==> src/hdl/dmacam_pkg.sv <==
package dmacam_pkg;
  // ==========================================================
  // Register map (byte addresses, one word each)
  localparam logic [7:0] ADDR_CUR_ADDR = 8'h00; // +8*ch
  localparam logic [7:0] ADDR_CUR_CNT = 8'h04;  // +8*ch
  localparam logic [7:0] ADDR_COMMAND = 8'h20;
  localparam logic [7:0] ADDR_MASK = 8'h24;
  localparam logic [7:0] ADDR_MASK_SINGLE = 8'h28;
  localparam logic [7:0] ADDR_MASK_CLEAR = 8'h2C;
  localparam logic [7:0] ADDR_MASTER_CLEAR = 8'h30;
  localparam logic [7:0] ADDR_PTR_CLEAR = 8'h34;
  localparam logic [7:0] ADDR_MODE = 8'h38;
  localparam logic [7:0] ADDR_POLARITY = 8'h3C;
  localparam logic [7:0] ADDR_TC_STATUS = 8'h40;
  localparam int CH_STRIDE_SHIFT = 3;
  localparam int NUM_CH = 4;
  // ==========================================================
  // Field positions and reset values
  localparam int CMD_MEM2MEM_BIT = 0;
  localparam int CMD_ADDR_HOLD_BIT = 1;
  localparam int MODE_AUTOINIT_BIT = 4;
  localparam int MODE_DECREMENT_BIT = 5;
  localparam int MASK_SINGLE_SET_BIT = 2;
  localparam int POL_REQ_LOW_BIT = 0;
  localparam int POL_ACK_HIGH_BIT = 1;
  localparam logic [7:0] CMD_RESET = 8'h00;
  localparam logic [3:0] MASK_RESET = 4'hF;
  localparam logic [3:0] MASK_READ_PAD = 4'hF;
  localparam logic [15:0] CNT_WRAP = 16'hFFFF;
  localparam logic [1:0] RESP_OKAY = 2'h0;
  localparam logic [1:0] RESP_SLVERR = 2'h2;
endpackage : dmacam_pkg

==> src/hdl/dmacam_top.sv <==
`timescale 1ns/1ps
module dmacam_top
  import dmacam_pkg::*;
(
  input wire logic CLK_IN,
  input wire logic SRST_IN,
  input wire logic [7:0] S_AXI_AWADDR_IN,
  input wire logic S_AXI_AWVALID_IN,
  output logic S_AXI_AWREADY_OUT,
  input wire logic [31:0] S_AXI_WDATA_IN,
  input wire logic [3:0] S_AXI_WSTRB_IN,
  input wire logic S_AXI_WVALID_IN,
  output logic S_AXI_WREADY_OUT,
  output logic [1:0] S_AXI_BRESP_OUT,
  output logic S_AXI_BVALID_OUT,
  input wire logic S_AXI_BREADY_IN,
  input wire logic [7:0] S_AXI_ARADDR_IN,
  input wire logic S_AXI_ARVALID_IN,
  output logic S_AXI_ARREADY_OUT,
  output logic [31:0] S_AXI_RDATA_OUT,
  output logic [1:0] S_AXI_RRESP_OUT,
  output logic S_AXI_RVALID_OUT,
  input wire logic S_AXI_RREADY_IN,
  input wire logic [3:0] CHANNEL_REQUEST_IN,
  input wire logic [3:0] XFER_DONE_IN,
  input wire logic [3:0] END_OF_PROCESS_IN,
  output logic [3:0] CHANNEL_REQUEST_GATED_OUT,
  output logic [3:0] CHANNEL_ACKNOWLEDGE_OUT,
  output logic [3:0] TERMINAL_COUNT_OUT,
  output logic [15:0] XFER_ADDR_OUT,
  output logic [7:0] COMMAND_OUT
);
  // ==========================================================
  // Register state
  logic [15:0] base_addr_r [NUM_CH];
  logic [15:0] base_cnt_r [NUM_CH];
  logic [15:0] cur_addr_r [NUM_CH];
  logic [15:0] cur_cnt_r [NUM_CH];
  logic [5:0] mode_r [NUM_CH];
  logic [7:0] command_r;
  logic [3:0] mask_r;
  logic byte_ptr_r;
  logic [1:0] polarity_r;
  logic [3:0] tc_r;
  logic [3:0] tc_stat_r;
  // ==========================================================
  // AXI4-Lite write channel
  logic aw_held_r, w_held_r;
  logic [7:0] awaddr_r;
  logic [31:0] wdata_r;
  logic [3:0] wstrb_r;
  logic wr_go;
  logic [7:0] wa;
  logic [7:0] wb;
  logic mclr;
  logic wr_hit;
  assign wr_go = aw_held_r && w_held_r && !S_AXI_BVALID_OUT;
  assign wa = awaddr_r;
  assign wb = wstrb_r[0] ? wdata_r[7:0] : 8'h00;
  assign mclr = wr_go && wa == ADDR_MASTER_CLEAR;

  always_ff @(posedge CLK_IN) begin
    if (SRST_IN) begin
      aw_held_r <= 1'b0;
      w_held_r <= 1'b0;
      awaddr_r <= 8'h00;
      wdata_r <= 32'h00000000;
      wstrb_r <= 4'h0;
    end else begin
      if (S_AXI_AWVALID_IN && S_AXI_AWREADY_OUT) begin
        aw_held_r <= 1'b1;
        awaddr_r <= S_AXI_AWADDR_IN;
      end else if (wr_go) begin
        aw_held_r <= 1'b0;
      end
      if (S_AXI_WVALID_IN && S_AXI_WREADY_OUT) begin
        w_held_r <= 1'b1;
        wdata_r <= S_AXI_WDATA_IN;
        wstrb_r <= S_AXI_WSTRB_IN;
      end else if (wr_go) begin
        w_held_r <= 1'b0;
      end
    end
  end

  always_ff @(posedge CLK_IN) begin
    if (SRST_IN) begin
      S_AXI_AWREADY_OUT <= 1'b0;
      S_AXI_WREADY_OUT <= 1'b0;
    end else begin
      S_AXI_AWREADY_OUT <= !aw_held_r && !S_AXI_AWREADY_OUT
        && S_AXI_AWVALID_IN && !S_AXI_BVALID_OUT;
      S_AXI_WREADY_OUT <= !w_held_r && !S_AXI_WREADY_OUT
        && S_AXI_WVALID_IN && !S_AXI_BVALID_OUT;
    end
  end

  always_comb begin
    wr_hit = 1'b0;
    if (wa < ADDR_COMMAND && wa[1:0] == 2'h0) wr_hit = 1'b1;
    if (wa >= ADDR_COMMAND && wa <= ADDR_POLARITY && wa[1:0] == 2'h0)
      wr_hit = 1'b1;
  end

  always_ff @(posedge CLK_IN) begin
    if (SRST_IN) begin
      S_AXI_BVALID_OUT <= 1'b0;
      S_AXI_BRESP_OUT <= RESP_OKAY;
    end else if (wr_go) begin
      S_AXI_BVALID_OUT <= 1'b1;
      S_AXI_BRESP_OUT <= wr_hit ? RESP_OKAY : RESP_SLVERR;
    end else if (S_AXI_BREADY_IN) begin
      S_AXI_BVALID_OUT <= 1'b0;
    end
  end

  // ==========================================================
  // Decode of channel byte accesses
  logic wr_chan, rd_chan;
  logic [1:0] wch, rch;
  logic wr_is_cnt, rd_is_cnt;
  logic rd_go;
  logic [7:0] ra_r;
  assign wch = wa[4:3];
  assign wr_is_cnt = wa[2];
  assign wr_chan = wr_go && wa < ADDR_COMMAND && wa[1:0] == 2'h0;
  assign rch = ra_r[4:3];
  assign rd_is_cnt = ra_r[2];

  // ==========================================================
  // Byte pointer shared by all 16-bit accesses
  always_ff @(posedge CLK_IN) begin
    if (SRST_IN || mclr) begin
      byte_ptr_r <= 1'b0;
    end else if (wr_go && wa == ADDR_PTR_CLEAR) begin
      byte_ptr_r <= 1'b0;
    end else if (wr_chan || (rd_go && rd_chan)) begin
      byte_ptr_r <= !byte_ptr_r;
    end
  end

  // ==========================================================
  // Command and polarity
  always_ff @(posedge CLK_IN) begin
    if (SRST_IN || mclr) begin
      command_r <= CMD_RESET;
    end else if (wr_go && wa == ADDR_COMMAND) begin
      command_r <= wb;
    end
  end

  always_ff @(posedge CLK_IN) begin
    if (SRST_IN) begin
      polarity_r <= 2'h0;
    end else if (wr_go && wa == ADDR_POLARITY) begin
      polarity_r <= wb[1:0];
    end
  end

  // ==========================================================
  // Mask
  logic [3:0] eop_ev;
  logic [3:0] no_auto;
  always_ff @(posedge CLK_IN) begin
    if (SRST_IN || mclr) begin
      mask_r <= MASK_RESET;
    end else begin
      if (wr_go && wa == ADDR_MASK) begin
        mask_r <= wb[3:0];
      end else if (wr_go && wa == ADDR_MASK_CLEAR) begin
        mask_r <= 4'h0;
      end else if (wr_go && wa == ADDR_MASK_SINGLE) begin
        mask_r[wb[1:0]] <= wb[MASK_SINGLE_SET_BIT];
      end
      for (int i = 0; i < NUM_CH; i++) begin
        if (eop_ev[i] && no_auto[i]) mask_r[i] <= 1'b1;
      end
    end
  end

  // ==========================================================
  // Per-channel counters
  logic [3:0] req_act;
  logic [3:0] cnt_wrap;
  genvar g;
  generate
    for (g = 0; g < NUM_CH; g++) begin : g_ch
      logic hold;
      assign no_auto[g] = !mode_r[g][MODE_AUTOINIT_BIT];
      assign hold = (g == 0) && command_r[CMD_MEM2MEM_BIT]
        && command_r[CMD_ADDR_HOLD_BIT];
      assign cnt_wrap[g] = XFER_DONE_IN[g] && cur_cnt_r[g] == 16'h0000;
      assign eop_ev[g] = cnt_wrap[g] || END_OF_PROCESS_IN[g];
      assign req_act[g] = CHANNEL_REQUEST_IN[g]
        ^ polarity_r[POL_REQ_LOW_BIT];

      always_ff @(posedge CLK_IN) begin
        if (SRST_IN) begin
          mode_r[g] <= 6'h00;
        end else if (wr_go && wa == ADDR_MODE && wb[1:0] == 2'(g)) begin
          mode_r[g] <= wb[7:2];
        end
      end

      always_ff @(posedge CLK_IN) begin
        if (SRST_IN) begin
          base_addr_r[g] <= 16'h0000;
          cur_addr_r[g] <= 16'h0000;
        end else if (wr_chan && wch == 2'(g) && !wr_is_cnt) begin
          if (byte_ptr_r) begin
            base_addr_r[g][15:8] <= wb;
            cur_addr_r[g][15:8] <= wb;
          end else begin
            base_addr_r[g][7:0] <= wb;
            cur_addr_r[g][7:0] <= wb;
          end
        end else if (eop_ev[g] && !no_auto[g]) begin
          cur_addr_r[g] <= base_addr_r[g];
        end else if (XFER_DONE_IN[g] && !hold) begin
          if (mode_r[g][MODE_DECREMENT_BIT])
            cur_addr_r[g] <= cur_addr_r[g] - 16'h0001;
          else
            cur_addr_r[g] <= cur_addr_r[g] + 16'h0001;
        end
      end

      always_ff @(posedge CLK_IN) begin
        if (SRST_IN) begin
          base_cnt_r[g] <= 16'h0000;
          cur_cnt_r[g] <= 16'h0000;
        end else if (wr_chan && wch == 2'(g) && wr_is_cnt) begin
          if (byte_ptr_r) begin
            base_cnt_r[g][15:8] <= wb;
            cur_cnt_r[g][15:8] <= wb;
          end else begin
            base_cnt_r[g][7:0] <= wb;
            cur_cnt_r[g][7:0] <= wb;
          end
        end else if (eop_ev[g] && !no_auto[g]) begin
          cur_cnt_r[g] <= base_cnt_r[g];
        end else if (XFER_DONE_IN[g]) begin
          cur_cnt_r[g] <= cur_cnt_r[g] - 16'h0001;
        end
      end
    end
  endgenerate

  // ==========================================================
  // Terminal count, status and pin outputs
  always_ff @(posedge CLK_IN) begin
    if (SRST_IN || mclr) begin
      tc_r <= 4'h0;
      tc_stat_r <= 4'h0;
    end else begin
      tc_r <= cnt_wrap;
      tc_stat_r <= (rd_go && ra_r == ADDR_TC_STATUS) ? cnt_wrap
        : (tc_stat_r | cnt_wrap);
    end
  end

  always_ff @(posedge CLK_IN) begin
    if (SRST_IN) begin
      CHANNEL_REQUEST_GATED_OUT <= 4'h0;
      CHANNEL_ACKNOWLEDGE_OUT <= 4'h0;
      TERMINAL_COUNT_OUT <= 4'h0;
      XFER_ADDR_OUT <= 16'h0000;
      COMMAND_OUT <= CMD_RESET;
    end else begin
      CHANNEL_REQUEST_GATED_OUT <= req_act & ~mask_r;
      CHANNEL_ACKNOWLEDGE_OUT <= (XFER_DONE_IN & req_act)
        ^ {NUM_CH{!polarity_r[POL_ACK_HIGH_BIT]}};
      TERMINAL_COUNT_OUT <= tc_r;
      XFER_ADDR_OUT <= cur_addr_r[0];
      COMMAND_OUT <= command_r;
    end
  end

  // ==========================================================
  // AXI4-Lite read channel
  logic ar_held_r;
  logic [7:0] rdat;
  logic rd_hit;
  assign rd_go = ar_held_r && !S_AXI_RVALID_OUT;
  assign rd_chan = ra_r < ADDR_COMMAND && ra_r[1:0] == 2'h0;

  always_ff @(posedge CLK_IN) begin
    if (SRST_IN) begin
      ar_held_r <= 1'b0;
      ra_r <= 8'h00;
      S_AXI_ARREADY_OUT <= 1'b0;
    end else begin
      S_AXI_ARREADY_OUT <= !ar_held_r && !S_AXI_ARREADY_OUT
        && S_AXI_ARVALID_IN && !S_AXI_RVALID_OUT;
      if (S_AXI_ARVALID_IN && S_AXI_ARREADY_OUT) begin
        ar_held_r <= 1'b1;
        ra_r <= S_AXI_ARADDR_IN;
      end else if (rd_go) begin
        ar_held_r <= 1'b0;
      end
    end
  end

  always_comb begin
    rdat = 8'h00;
    rd_hit = 1'b1;
    if (rd_chan) begin
      // Base copies have no read path
      if (rd_is_cnt)
        rdat = byte_ptr_r ? cur_cnt_r[rch][15:8] : cur_cnt_r[rch][7:0];
      else
        rdat = byte_ptr_r ? cur_addr_r[rch][15:8] : cur_addr_r[rch][7:0];
    end else if (ra_r == ADDR_COMMAND) begin
      rdat = command_r;
    end else if (ra_r == ADDR_MASK) begin
      rdat = {MASK_READ_PAD, mask_r};
    end else if (ra_r == ADDR_POLARITY) begin
      rdat = {6'h00, polarity_r};
    end else if (ra_r == ADDR_TC_STATUS) begin
      rdat = {4'h0, tc_stat_r};
    end else begin
      rd_hit = 1'b0;
    end
  end

  always_ff @(posedge CLK_IN) begin
    if (SRST_IN) begin
      S_AXI_RVALID_OUT <= 1'b0;
      S_AXI_RDATA_OUT <= 32'h00000000;
      S_AXI_RRESP_OUT <= RESP_OKAY;
    end else if (rd_go) begin
      S_AXI_RVALID_OUT <= 1'b1;
      S_AXI_RDATA_OUT <= {24'h000000, rdat};
      S_AXI_RRESP_OUT <= rd_hit ? RESP_OKAY : RESP_SLVERR;
    end else if (S_AXI_RREADY_IN) begin
      S_AXI_RVALID_OUT <= 1'b0;
    end
  end
endmodule : dmacam_top

==> config.mk <==
export PLATFORM = sky130hd
export DESIGN_NAME = dmacam_top
export DESIGN_NICKNAME = d
export VERILOG_FILES = /design/src/hdl/dmacam_pkg.sv /design/src/hdl/dmacam_top.sv
export SDC_FILE = /design/constraint.sdc
export NUM_CORES = 1
export LEC_CHECK = 0
export ABC_AREA = 0
export BUFFER_PORTS_ARGS = -buffer_cell sky130_fd_sc_hd__buf_4
export CORE_ASPECT_RATIO = 0.6
export CORE_UTILIZATION = 56
export DETAILED_ROUTE_END_ITERATION = 16
export GPL_ROUTABILITY_DRIVEN = 0
export GPL_TIMING_DRIVEN = 0
export PLACE_DENSITY_LB_ADDON = 0.08
export SETUP_SLACK_MARGIN = 0.5
export SLEW_MARGIN = 20
export SYNTH_ARGS = -nofsm -noshare
export SYNTH_HDL_FRONTEND = slang
export SYNTH_SLANG_ARGS = --single-unit
==> constraint.sdc <==
create_clock -name CLK_IN -period 8.41 [get_ports CLK_IN]
set_clock_uncertainty 0.05 [all_clocks]
set_input_delay 0.4205 -clock CLK_IN [delete_from_list [all_inputs] [get_ports CLK_IN]]
set_output_delay 0.4205 -clock CLK_IN [all_outputs]
set_load 0.05 [all_outputs]
======== Yosys cells after proc, flatten, opt, wreduce, memory -nomap -nowiden ========
Memories as Yosys holds them, arrays and structs flattened. A register that Yosys moved wholly into a read port is not among the register bits.
Cells that the tools add are included.
storage, ports and cells
  bits in registers ....................... 104
  memory bits (writable) .................. 280
  bits of input ports ..................... 71
  output and inout bits ................... 77
  logic and storage cells ................. 532
  memories ................................ 5
cells by class
  $add $sub $neg .......................... 12
  magnitude comparators ................... 6
  equality and inequality tests ........... 18
  mux-type cells .......................... 274
  bitwise gates (word level) .............. 85
  reduce and logical (&&, ||, !) cells .... 103
memories
  name         depth  bits a word  read ports  clocked after memory_dff  wr ports  RTL line          text
  base_addr_r  4      16           4           0                         4         dmacam_top.sv:35  logic [15:0] base_addr_r [NUM_CH];
  base_cnt_r   4      16           4           0                         4         dmacam_top.sv:36  logic [15:0] base_cnt_r [NUM_CH];
  cur_addr_r   4      16           5           1                         4         dmacam_top.sv:37  logic [15:0] cur_addr_r [NUM_CH];
  cur_cnt_r    4      16           5           1                         4         dmacam_top.sv:38  logic [15:0] cur_cnt_r [NUM_CH];
  mode_r       4      6            4           0                         4         dmacam_top.sv:39  logic [5:0] mode_r [NUM_CH];
operators with widths
  cell                     number
  $mux W8                  79
  $mux W1                  177
  $sub A16 B1 Y16 const B  8
  $eq A8 B6 Y1 const B     11
  $or A1 B1 Y1             76
  $add A16 B1 Y16 const B  4
  $logic_not A16 Y1        4
  $logic_and A1 B1 Y1      62
  $mux W4                  6
  $mux W6                  4
  $logic_not A1 Y1         16
  $lt A8 B6 Y1 const B     2
  $mux W2                  6
  $reduce_bool A2 Y1       5
  $reduce_or A2 Y1         5
  $and A4 B4 Y4            2
  $eq A2 B2 Y1 const B     4
  $eq A8 B7 Y1 const B     1
  $ge A8 B6 Y1 const B     1
  $le A8 B6 Y1 const B     1
  $logic_not A2 Y1         4
  $logic_or A1 B1 Y1       6
  $bwmux W4                1
  $eq A2 B1 Y1 const B     2
  8 further kinds          11

======== Depth between registers and ports, before layout ========
  depth after elaboration ................. 13
  depth in mapped cells ................... 10
  gate-level depth less buffers ........... 8

======== Least setup slack after synthesis ========
Ideal clock, no wire load.
  kind .................................... register to register
  start ................................... register awaddr_r[6]
  end ..................................... memory cur_cnt_r[1][0] (enable)
  setup time .............................. 0.329 ns
  data arrival time ....................... 2.448 ns
  required time ........................... 8.031 ns
  slack ................................... 5.583 ns
  cell stages (with the launch flop) ...... 7
  path buffers ............................ 1
  period minus slack after synthesis ...... 2.827 ns
  cells stage by stage .................... dfxtp_1 -> or4_1 -> nor2_1 -> buf_2 -> nand3_1 -> o21ai_0 -> or3_1
RTL lines
  element                 RTL line          text
  start, declared         dmacam_top.sv:49  logic [7:0] awaddr_r;
  start signal, assigned  dmacam_top.sv:66  awaddr_r <= 8'h00;
  start signal, assigned  dmacam_top.sv:72  awaddr_r <= S_AXI_AWADDR_IN;
  end, declared           dmacam_top.sv:38

==> summary.txt <==
Floorplanning
  • Full die area: 35930 um2
  • Row count: 52
  • Die Y: 147.2 um
  • Initial core utilization: 0.5763
  • Top Ports: 148
  • Die Wd: 244.0 um
  • Core area: 34160 um2

Critical path
  • Delay-heaviest family, CP: simple AND/OR/NAND/NOR gates
  • Worst R2R End: cur_addr_r[3][14]
  • Critical Path Sink Type: flip-flop
  • Worst Path Buf+Inv: 1
  • CP max-delay cell: nand4_1
  • CP peak stage delay: 730 ps
  • Critical path arrival: 4330 ps
  • Kind of critical path: flip-flop to flip-flop
  • Worst-path fanout max: 10
  • Required @ worst endpoint: 8600 ps
  • R2R setup slack: 4270 ps
  • Cell-by-cell trace of the critical path: nor4_1, nand4_1, a21bo_2, clkbuf_1, and3_1, or3_1
  • Worst r2r src: cur_cnt_r[3][4]
  • Reg2reg path depth: 6
  • Critical Path Source Type: flip-flop

Logic synthesis
  • Post-Syn Area: 19680 um2
  • Post-synth EDFFs: 264
  • Share of the synthesized area in the top cell type: 0.4027
  • #FFs+latches synth: 368
  • Top cells by area, synth: edfxtp_1 (40%), dfxtp_1 (11%), nor2_1 (5.1%), mux4_2 (4.6%), a21oi_1 (3.9%)
  • Mapped Cells: 1957
  • Count leader, synth: nor2_1
  • Xor and xnor area share after synthesis: 0.06007
  • Mean post-synth cell area: 10.06 um2
  • Largest family of logic cells by synthesized area: simple AND/OR/NAND/NOR gates
  • Simple logic cell fraction of the synthesized area: 0.1935
  • Top FF cell, synth: edfxtp_1
  • Cell taking the most area after synthesis: edfxtp_1
  • Synth warnings: 0
  • Top cells by count, synth: nor2_1 (267), edfxtp_1 (264), a21oi_1 (153)
  • Register area share after synthesis: 0.5085
  • Asr flop ratio synth: 0
  • Yosys cell types: 80
  • Compound-Gate Fraction of Synth Area: 0.1363
  • Post-synthesis adder-cell area fraction: 0.01017
  • Post-synthesis mux area share: 0.04983

Timing
  • Count of final max-slew check failures: 0
  • Slew margin rel.: 0.1125
  • Fmax: 241.4 MHz
  • Fin crit share: 0.4925
  • Worst Tran Pin Value: 1331 ps
  • Sum Neg Setup Slack: 0 ps
  • RSZ-0062 raised after global routing: no
  • Final Setup Violations: 0
  • Crit path time final: 4142 ps
  • Slack of the critical path: 4268 ps
  • Hold Vio Cnt, Final: 0

Route
  • DRT Wirelength: 69050 um
  • Via/cell ratio: 6.715
  • Vias: 17470
  • DRT antenna net count: 0
  • Drt first pass iters: 6
  • DRC viols: 0
  • Per-cell routed wire length: 26.55 um
  • DR iter-0 viols: 2852

Layout
  • Multi-input combinational cell area: 8974 um2
  • Antenna diodes: 0
  • Area grow syn2layout: 13.07%
  • Fin nets: 2201
  • Register area: 10010 um2
  • Filler cell count: 2761
  • Fraction of layout cells with a size suffix above 1: 0.1242

Clock network
  • PostCTS Resize Cnt: 0
  • Root buffer cell: clkbuf_16
  • Clock tree buffer depth: 3
  • Clk Latency, worst-skew pair: 560 ps
  • CTS tree: yes
  • CTS H-Tree Depth: 2
  • # hold bufs at CTS: 0
  • CTS sink cnt: 368
  • Clock-pin slew on the worst setup and hold paths: 70 ps
  • CTS buffer count: 36
  • Post-CTS Setup Repair Bufs: 0

Placed design
  • HPWL after DPL: 51490 um
  • Pre-CTS setup slack: 4516 ps
  • I/O Buffers: 92

Global routing
  • Largest net degree at the start of global routing: 15
  • Vias in the first global route: 15930
  • Congestion Overflow GR: 0
  • First-pass GRT wire length: 101700 um
  • Initial antenna violation count: 1
  • Gr usage total: 0.3843

Min path
  • Worst hold start: S_AXI_RREADY_IN
  • Hold EP: S_AXI_RVALID_OUT
  • Worst hold path class: primary input to flip-flop
  • Worst Hold Depth: 2

Power
  • Final Total Pwr: 4397 uW
  • Leakage: 0.007734 uW
  • PwrDens: 197.5 nW/um2
  • Max IR drop VDD: 0.1542 mV

Flow run
  • Total of max-cap violations: 0

Status
  • Outcome: completed
[sequential cells by signal, summed over array words and instances (netlist names), 16 cells and up, named ones only]
register and count:
XFER_ADDR_OUT 16, base_cnt_r 64, base_addr_r 64, cur_cnt_r 64
cur_addr_r 64
[metrics by stage]
stage,cells,hold WS [ps],utilization,area [um2]
2_1_floorplan,1982,363.8,-,19780
3_3_place_gp,2533,365.6,0.6160,21040
3_5_place_dp,2535,375.6,0.6171,21080
4_1_cts,2601,3.482,0.6513,22250
5_1_grt,2601,13.70,0.6516,22260
6_report,2601,8.661,0.6516,22260
[how the worst max path moves through the flow]
stage | startpoint | end | cells past startpoint
2_1_floorplan | awaddr_r[6] | cur_cnt_r[1][0] | 6
3_3_place_gp | awaddr_r[6] | cur_cnt_r[3][10] | 4
3_5_place_dp | cur_cnt_r[3][4] | cur_addr_r[3][11] | 6
4_1_cts | cur_cnt_r[3][4] | cur_addr_r[3][15] | 6
5_1_grt | cur_cnt_r[3][4] | cur_addr_r[3][14] | 6
6_report | cur_cnt_r[3][4] | cur_addr_r[3][14] | 6
[cells in the final DEF (no fill, tap or decap), types with 40 or more instances in the layout]
| cell | synthesis | final |
|---|---|---|
| xnor2_1 | 67 | 67 |
| edfxtp_1 | 264 | 264 |
| xor2_1 | 68 | 68 |
| o21ai_0 | 93 | 85 |
| nor2_1 | 267 | 267 |
| dfxtp_1 | 104 | 104 |
| nor3_1 | 82 | 81 |
| nand3_1 | 62 | 62 |
| buf_4 | 27 | 121 |
| a21oi_1 | 153 | 153 |
| nand2_1 | 147 | 147 |
| mux4_2 | 40 | 40 |
| clkbuf_1 | 90 | 95 |
[logic make-up after synthesis]
| group | Yosys count |
|---|---|
| and+or+nand+nor | 779 |
| AOI/OAI and AO/OA | 426 |
| DFF | 368 |
| buffers and inverters | 184 |
| xor gates and xnor gates | 135 |
| muxes | 48 |
| adders and majority gates | 16 |
| other | 1 |
[cell type report]
type                            instances  share of cell area
Sequential cell                       368              0.4497
Multi-Input combinational cell       1430              0.4032
Clock buffer                           53             0.04705
Timing Repair Buffer                   94             0.03171
Buffer                                145             0.03041
Tap cell                              459             0.02580
Inverter                               39            0.006577
Clock inverter                         13            0.005509
[power breakdown]
| part | switching, uW | total (uW) | internal, uW |
|---|---|---|---|
| combinational | 365 | 563 | 198 |
| sequential | 115 | 2160 | 2040 |
| clock | 745 | 1680 | 932 |
[metal layers]
| layer | global-route usage | share of wire | routed length (um) |
|---|---|---|---|
| met1 | 0.5496 | 0.39 | 27100 |
| met4 | 0.1509 | 0.044 | 3048 |
| met3 | 0.1767 | 0.18 | 12520 |
| met5 | 0 | 0 | 0 |
| met2 | 0.4994 | 0.38 | 26390 |
(Power assumes the default switching activity.)
